File: config.mk
export PLATFORM = sky130hd
export DESIGN_NAME = vic_core
export DESIGN_NICKNAME = d
export VERILOG_FILES = /design/src/vic_pkg.sv /design/src/vic_core.sv
export SDC_FILE = /design/constraint.sdc
export NUM_CORES = 1
export LEC_CHECK = 0
export BUFFER_PORTS_ARGS = -buffer_cell sky130_fd_sc_hd__buf_2
export CORE_ASPECT_RATIO = 0.5
export CORE_MARGIN = 2
export CORE_UTILIZATION = 53
export CTS_BUF_LIST = sky130_fd_sc_hd__clkbuf_16
export CTS_CLUSTER_SIZE = 40
export DETAILED_ROUTE_END_ITERATION = 10
export PLACE_DENSITY = 0.73
export SETUP_SLACK_MARGIN = 0.02
export SYNTH_ARGS = -nofsm -noshare
export SYNTH_HDL_FRONTEND = slang
export SYNTH_SLANG_ARGS = --single-unit
File: constraint.sdc
create_clock -name clk_sys_i -period 4.54 [get_ports clk_sys_i]
set_input_delay 0.908 -clock clk_sys_i [delete_from_list [all_inputs] [get_ports clk_sys_i]]
set_output_delay 0.908 -clock clk_sys_i [all_outputs]
set_load 0.01 [all_outputs]
File: src/vic_pkg.sv
// How it works
// Enabled channel event sets its pending bit.
// Vectored acknowledge clears the winning pending bit.
// Polled host reads pending, clears it itself.
// Pending write: zeros clear, ones keep.
// Disabling a channel clears its pending bit.
// Masked channel still pends, never requests.
// Clearing mask withdraws that channel's request.
// Re-set mask resumes service by priority.
// Mask and in-service reads have no side effects.
// End-of-interrupt is an in-service write and acts outside acknowledge cycles too.
// Vector S bit selects software end-of-interrupt.
// Automatic mode forces in-service bits to zero.
// Software mode acknowledge sets in-service, clears pending.
// In-service blocks lower channels, not higher.
// In-service channel pends but cannot re-request.
// In-service write: zeros clear, never set.
// Host lowers own mask to nest requests.
// Eight port lines, each input or output.
// Port lines interrupt on selected edge.
// Output lines drive data bits; inputs float.
// Port read: outputs from register, inputs live.
// Vector is upper nibble plus channel number.
// Request output follows pending, enable, mask, blocking.
`default_nettype none
package vic_pkg;
  localparam int unsigned ADDR_W = 5;
  localparam int unsigned NCHAN = 16;
  // Register addresses, one register per address.
  localparam logic [4:0] ADDR_GENERAL_PORT = 5'h01;
  localparam logic [4:0] ADDR_EDGE_SEL = 5'h03;
  localparam logic [4:0] ADDR_DIRECTION = 5'h05;
  localparam logic [4:0] ADDR_CHAN_ENABLE_A = 5'h07;
  localparam logic [4:0] ADDR_CHAN_ENABLE_B = 5'h09;
  localparam logic [4:0] ADDR_PENDING_A = 5'h0B;
  localparam logic [4:0] ADDR_PENDING_B = 5'h0D;
  localparam logic [4:0] ADDR_INSERVICE_A = 5'h0F;
  localparam logic [4:0] ADDR_INSERVICE_B = 5'h11;
  localparam logic [4:0] ADDR_MASK_A = 5'h13;
  localparam logic [4:0] ADDR_MASK_B = 5'h15;
  localparam logic [4:0] ADDR_VECTOR = 5'h17;
  // Vector register layout.
  localparam int unsigned VEC_S_BIT = 3;
  localparam logic [7:0] VEC_WRITE_MASK = 8'hF8;
  // Reset values.
  localparam logic [7:0] RST_BYTE = 8'h00;
  localparam logic [15:0] RST_WORD = 16'h0000;
  // Channel number of each port line, lowest line first.
  localparam logic [31:0] PORT_CHAN_MAP = 32'hFE76_3210;

  // One register bus access.
  typedef struct packed {
    logic [ADDR_W-1:0] addr;
    logic [7:0] wdata;
    logic wr;
    logic rd;
  } vic_bus_t;

  // Acknowledge answer to the host.
  typedef struct packed {
    logic valid;
    logic none;
    logic [7:0] vector;
  } vic_ack_t;
endpackage : vic_pkg
`default_nettype wire

File: src/vic_core.sv
// The address map and the strobed register port are this design's own decisions.
`timescale 1ns/1ns
`default_nettype none
module vic_core #(
  parameter int unsigned NCHAN = 16
) (
  // Clock and reset.
  input wire logic clk_sys_i,
  input wire logic rst_i,
  // Register port.
  input wire vic_pkg::vic_bus_t bus_i,
  output logic [7:0] rd_data_o,
  // Interrupt sources other than the port lines.
  input wire logic [NCHAN-1:0] chan_event_i,
  // Host acknowledge.
  input wire logic iack_i,
  output vic_pkg::vic_ack_t ack_o,
  output logic irq_o,
  // General port pins.
  input wire logic [7:0] port_in_i,
  output logic [7:0] port_out_o,
  output logic [7:0] port_oe_o
);

  // Highest set bit of a channel vector.
  function automatic logic [3:0] top_chan(input logic [NCHAN-1:0] v);
    logic [3:0] r;
    r = 4'h0;
    for (int i = 0; i < NCHAN; i++) begin
      if (v[i]) begin
        r = 4'(i);
      end
    end
    return r;
  endfunction

  // Channels blocked by an in-service bit at equal or higher priority.
  function automatic logic [NCHAN-1:0] blocked(input logic [NCHAN-1:0] isr);
    logic [NCHAN-1:0] b;
    logic acc;
    b = '0;
    acc = 1'b0;
    for (int i = NCHAN - 1; i >= 0; i--) begin
      acc = acc | isr[i];
      b[i] = acc;
    end
    return b;
  endfunction

  logic [7:0] port_data;
  logic [7:0] edge_sel;
  logic [7:0] direction;
  logic [NCHAN-1:0] enable;
  logic [NCHAN-1:0] pending;
  logic [NCHAN-1:0] inservice;
  logic [NCHAN-1:0] mask;
  logic [7:0] vec_reg;
  logic [7:0] port_lvl_q;
  logic [7:0] port_lvl;
  logic [NCHAN-1:0] port_evt;
  logic [NCHAN-1:0] event_set;
  logic [NCHAN-1:0] request;
  logic [NCHAN-1:0] ack_clr;
  logic [NCHAN-1:0] wr_pend_clr;
  logic [NCHAN-1:0] wr_en_clr;
  logic [NCHAN-1:0] wr_isr_clr;
  logic [NCHAN-1:0] next_pending;
  logic [NCHAN-1:0] next_inservice;
  logic [NCHAN-1:0] next_enable;
  logic [3:0] win_chan;
  logic soft_eoi;
  logic wr_en_a;
  logic wr_en_b;
  logic [7:0] next_rd;

  assign soft_eoi = vec_reg[vic_pkg::VEC_S_BIT];
  assign wr_en_a = bus_i.wr && (bus_i.addr == vic_pkg::ADDR_CHAN_ENABLE_A);
  assign wr_en_b = bus_i.wr && (bus_i.addr == vic_pkg::ADDR_CHAN_ENABLE_B);

  // The edge detector compares the line with its edge bit, so rewriting the
  // edge bit can itself raise an event; software sets edges before enabling.
  assign port_lvl = ~(port_in_i ^ edge_sel);
  always_comb begin
    port_evt = '0;
    for (int i = 0; i < 8; i++) begin
      port_evt[vic_pkg::PORT_CHAN_MAP[4*i +: 4]] = port_lvl[i] & ~port_lvl_q[i];
    end
  end

  // Port channels take their events from the pins, the rest from the sources.
  always_comb begin
    event_set = chan_event_i;
    for (int i = 0; i < 8; i++) begin
      event_set[vic_pkg::PORT_CHAN_MAP[4*i +: 4]] = port_evt[vic_pkg::PORT_CHAN_MAP[4*i +: 4]];
    end
  end

  // Request terms: masked and blocked channels keep pending but stay quiet.
  assign request = pending & enable & mask & ~blocked(inservice);
  assign win_chan = top_chan(request);

  // The acknowledge clears only the channel whose vector is passed.
  always_comb begin
    ack_clr = '0;
    if (iack_i && (request != '0)) begin
      ack_clr[win_chan] = 1'b1;
    end
  end

  // Byte-wide write decode for the paired registers.
  always_comb begin
    next_enable = enable;
    if (wr_en_a) begin
      next_enable[15:8] = bus_i.wdata;
    end
    if (wr_en_b) begin
      next_enable[7:0] = bus_i.wdata;
    end
    wr_en_clr = enable & ~next_enable;
    wr_pend_clr = '0;
    wr_isr_clr = '0;
    if (bus_i.wr) begin
      case (bus_i.addr)
        vic_pkg::ADDR_PENDING_A: wr_pend_clr[15:8] = ~bus_i.wdata;
        vic_pkg::ADDR_PENDING_B: wr_pend_clr[7:0] = ~bus_i.wdata;
        vic_pkg::ADDR_INSERVICE_A: wr_isr_clr[15:8] = ~bus_i.wdata;
        vic_pkg::ADDR_INSERVICE_B: wr_isr_clr[7:0] = ~bus_i.wdata;
        default: wr_isr_clr = '0;
      endcase
    end
  end

  // A new event wins over any clear in the same cycle; a channel being
  // disabled in that cycle counts as disabled.
  assign next_pending = (pending & ~(ack_clr | wr_pend_clr | wr_en_clr))
                        | (event_set & next_enable);

  // In-service bits exist only in software mode and only software clears them.
  assign next_inservice = soft_eoi
                          ? ((inservice & ~wr_isr_clr) | ack_clr)
                          : '0;

  // Channel state.
  always_ff @(posedge clk_sys_i or posedge rst_i) begin
    if (rst_i) begin
      pending <= vic_pkg::RST_WORD;
      inservice <= vic_pkg::RST_WORD;
      enable <= vic_pkg::RST_WORD;
    end else begin
      pending <= next_pending;
      inservice <= next_inservice;
      enable <= next_enable;
    end
  end

  // Plain software registers.
  always_ff @(posedge clk_sys_i or posedge rst_i) begin
    if (rst_i) begin
      port_data <= vic_pkg::RST_BYTE;
      edge_sel <= vic_pkg::RST_BYTE;
      direction <= vic_pkg::RST_BYTE;
      mask <= vic_pkg::RST_WORD;
      vec_reg <= vic_pkg::RST_BYTE;
    end else if (bus_i.wr) begin
      case (bus_i.addr)
        vic_pkg::ADDR_GENERAL_PORT: port_data <= bus_i.wdata;
        vic_pkg::ADDR_EDGE_SEL: edge_sel <= bus_i.wdata;
        vic_pkg::ADDR_DIRECTION: direction <= bus_i.wdata;
        vic_pkg::ADDR_MASK_A: mask[15:8] <= bus_i.wdata;
        vic_pkg::ADDR_MASK_B: mask[7:0] <= bus_i.wdata;
        vic_pkg::ADDR_VECTOR: vec_reg <= bus_i.wdata & vic_pkg::VEC_WRITE_MASK;
        default: vec_reg <= vec_reg;
      endcase
    end
  end

  // Previous detector level, for edge finding.
  always_ff @(posedge clk_sys_i or posedge rst_i) begin
    if (rst_i) begin
      port_lvl_q <= vic_pkg::RST_BYTE;
    end else begin
      port_lvl_q <= port_lvl;
    end
  end

  // Pin drive: outputs show their data bit, inputs are released.
  always_ff @(posedge clk_sys_i or posedge rst_i) begin
    if (rst_i) begin
      port_out_o <= vic_pkg::RST_BYTE;
      port_oe_o <= vic_pkg::RST_BYTE;
    end else begin
      port_out_o <= port_data & direction;
      port_oe_o <= direction;
    end
  end

  // Read mux; reads never change state.
  always_comb begin
    case (bus_i.addr)
      vic_pkg::ADDR_GENERAL_PORT: next_rd = (port_data & direction)
                                            | (port_in_i & ~direction);
      vic_pkg::ADDR_EDGE_SEL: next_rd = edge_sel;
      vic_pkg::ADDR_DIRECTION: next_rd = direction;
      vic_pkg::ADDR_CHAN_ENABLE_A: next_rd = enable[15:8];
      vic_pkg::ADDR_CHAN_ENABLE_B: next_rd = enable[7:0];
      vic_pkg::ADDR_PENDING_A: next_rd = pending[15:8];
      vic_pkg::ADDR_PENDING_B: next_rd = pending[7:0];
      vic_pkg::ADDR_INSERVICE_A: next_rd = inservice[15:8];
      vic_pkg::ADDR_INSERVICE_B: next_rd = inservice[7:0];
      vic_pkg::ADDR_MASK_A: next_rd = mask[15:8];
      vic_pkg::ADDR_MASK_B: next_rd = mask[7:0];
      vic_pkg::ADDR_VECTOR: next_rd = vec_reg;
      default: next_rd = 8'h00;
    endcase
  end

  // Read data stands only in the cycle after the strobe.
  always_ff @(posedge clk_sys_i or posedge rst_i) begin
    if (rst_i) begin
      rd_data_o <= vic_pkg::RST_BYTE;
    end else if (bus_i.rd) begin
      rd_data_o <= next_rd;
    end else begin
      rd_data_o <= vic_pkg::RST_BYTE;
    end
  end

  // Request output is re-evaluated every clock, so a cleared mask drops it.
  always_ff @(posedge clk_sys_i or posedge rst_i) begin
    if (rst_i) begin
      irq_o <= 1'b0;
    end else begin
      irq_o <= (next_pending & next_enable & mask & ~blocked(next_inservice)) != '0;
    end
  end

  // Acknowledge answer, one cycle after the strobe, for one cycle.
  always_ff @(posedge clk_sys_i or posedge rst_i) begin
    if (rst_i) begin
      ack_o <= '0;
    end else begin
      ack_o.valid <= iack_i && (request != '0);
      ack_o.none <= iack_i && (request == '0);
      ack_o.vector <= (iack_i && (request != '0)) ? {vec_reg[7:4], win_chan} : 8'h00;
    end
  end
endmodule // vic_core
`default_nettype wire

==> run metrics <==
final-report max-slew violation count=0; postcts setup bufs=0; worst-margin pin slew=around 0.9 ns; I/O Buffers=68; die height=around 84 um; Filler Cells Inserted=approximately 1,000; origin of the critical flop-to-flop path=inservice[13]$_DFF_PP0_; Mapped Cells=roughly 630; most frequent cells in the layout=136 x dfrtp_1, 68 x buf_2, 62 x mux2_2; synthesis-to-layout area growth=18.29%; Worst Path Class, Setup=flop to flop; CTS clk-pin slew, worst paths=0.06 ns; CP Data Arrival Time=between 3 and 4 ns; WL final=between 20 and 25 mm; Post-synth EDFFs=0; hold_sp=direction[3]$_DFFE_PP0P_; Post-DRT Antenna Nets=0; vias per cell=around 6.5; GR Overflow Total=0; Startpoint Class=flop; placed cell area=~7400 um^2; status=completed; Peak VDD IR=about 0.27 mV; CTS tree=yes; worst r2r dst=irq_o$_DFF_PP0_; global-route wire length before repair=~33 mm; CORE AREA=12,630 um^2; Most used DFF post-synth=dfrtp_1; Die W=about 160 um; Die ar.=between 10,000 and 15,000 um^2; Final min period=roughly 3.6 ns; TritonCTS buffer count=17; final instance area=around 8000 um^2; CP Capture Type=flop; nets=748; clk root buf=clkbuf_16; Max H-tree Level=4; Peak Freq=~0.28 GHz; final worst-path cycle share=approximately four fifths; Post-Syn Nets=~670; Async S/R FF share, synth=100.0%; GP Congestion=0.9779; Reg2Reg Depth=10; fraction of layout cells with a size suffix above 1=between 20% and 30%; RSZ-0062 raised after global routing=false; DPL Wire Length=14.74 mm; gr usage total=approximately a third; clock sink count=approximately 140; Max clock buf depth=2; # hold bufs at CTS=0; Starting Density=between 50% and 60%; # diodes=0; post-synthesis sequential area ratio=between 40% and 50%; Routed WL per cell=approximately 24 um; initial drt markers=between 600 and 700; Final setup violation count=0; largest net degree at the start of global routing=approximately 140; Unique masters post-synth=slightly above 80; vias in the first global route=5,770; Hold Path End=port_oe_o[3]$_DFF_PP0_; Worst EP required=4.82 ns; maxcap violations=0; HP Class=flop to flop; power per cell area=roughly 530 nW/um^2; total number of vias=5,804; mean post-synth cell area=between 10 and 15 um^2; Setup TNS=0 ns; Post-CTS Resized=0; synthesized cell area=~7000 um^2; FF-to-FF setup slack=0.92 ns; Synth Register Bits=136; Post-route DRC=0; WHS Path Cells=0; Fin Clk Skew=0.01143 ns; leakage power=3.665 nW; IO Count=77; number of antenna violations at the first check in global routing=0; FP Rows=29; final count of hold timing violations=0; Synth Warn #=0; CP Max Fanout=10; Max-slew headroom=between 30% and 40%; clock latency on the worst-skew pair=0.42 ns; commonest non-fill, non-tap cell in the layout=dfrtp_1; DR pass1 iterations=7
[worst max-delay path: stages, from the launching register on]
cell	delay [ns]
dfrtp_1	0.44
or4_4	0.63
nor4_4	0.36
and3_1	0.25
o21a_1	0.47
a31oi_1	0.21
o211a_1	0.24
a41oi_1	0.40
o22ai_1	0.14
a21oi_1	0.20
o211ai_1	0.14
[kinds of logic after synthesis]
kind of cell / count (synthesis) / share of synthesized area, %
AO/OA/AOI/OAI: 191 / 20.52
AND/OR/NAND/NOR: 185 / 15.59
flip-flops: 136 / 49.84
multiplexers: 64 / 10.52
buffers and inverters: 42 / 2.492
XOR/XNOR: 8 / 1.026
[power by group]
group | internal (mW) | leakage (nW) | switching (mW)
sequential | 1.46 | 1.73 | 0.218
clock | 1.03 | 0.327 | 0.563
combinational | 0.397 | 1.61 | 0.593
[Yosys cell counts, types with 6 or more instances]
library cell	count	area [um^2]
mux2_2	62	698.2
dfrtp_1	136	3403
a22oi_1	24	180.2
o21a_1	10	75.07
a31oi_1	12	75.07
nand2_1	38	142.6
inv_1	22	82.58
a221oi_1	9	78.83
nand3_1	25	125.1
nor3_1	9	45.04
clkbuf_1	13	48.80
o21ai_0	30	150.1
and2_1	25	156.4
a21oi_1	31	155.2
nor2_1	24	90.09
nand4b_1	6	52.55
nand2b_1	17	106.4
[worst max path at each step]
stage | from | slack, ns | depth (start not counted) | end
after global routing | inservice[13]$_DFF_PP0_ | 0.67 | 10 | irq_o$_DFF_PP0_
after CTS | inservice[13]$_DFF_PP0_ | 0.96 | 10 | irq_o$_DFF_PP0_
after floorplan | bus_i[11] | 1.45 | 11 | irq_o$_DFF_PP0_
after global placement | inservice[13]$_DFF_PP0_ | 0.96 | 10 | irq_o$_DFF_PP0_
after detailed placement | inservice[13]$_DFF_PP0_ | 0.97 | 10 | irq_o$_DFF_PP0_
final | inservice[13]$_DFF_PP0_ | 0.92 | 10 | irq_o$_DFF_PP0_
[through the flow]
| step | instances | worst slack (ns) | hold WS, ns | power [mW] | util (%) |
|---|---|---|---|---|---|
| floorplan | 626 | 1.454 | 0.3818 | 2.318 | - |
| global placement | 857 | 0.9597 | 0.4029 | 2.622 | 58.63 |
| detailed placement | 857 | 0.9675 | 0.4150 | 2.648 | 58.63 |
| CTS | 889 | 0.9631 | 0.4305 | 4.239 | 63.96 |
| global route | 889 | 0.6670 | 0.4528 | 4.442 | 63.96 |
| finish | 889 | 0.9151 | 0.4268 | 4.260 | 63.96 |
[per-layer routing]
metal / GRT usage [%] / share of wire, %
met1: 46.36 / 45
met2: 44.81 / 42
met3: 10.23 / 11
met4: 11.38 / 2.5
met5: 0 / 0
[area by class of cell]
cell class	instances	area, um^2	area share [%]
Tap cell	170	212.7	2.634
Multi-Input combinational cell	448	3254	40.29
Timing Repair Buffer	80	442.9	5.484
Sequential cell	136	3403	42.14
Clock buffer	17	425.4	5.267
Inverter	23	90.09	1.115
Clock inverter	15	247.7	3.067
(Power assumes the default switching activity.)
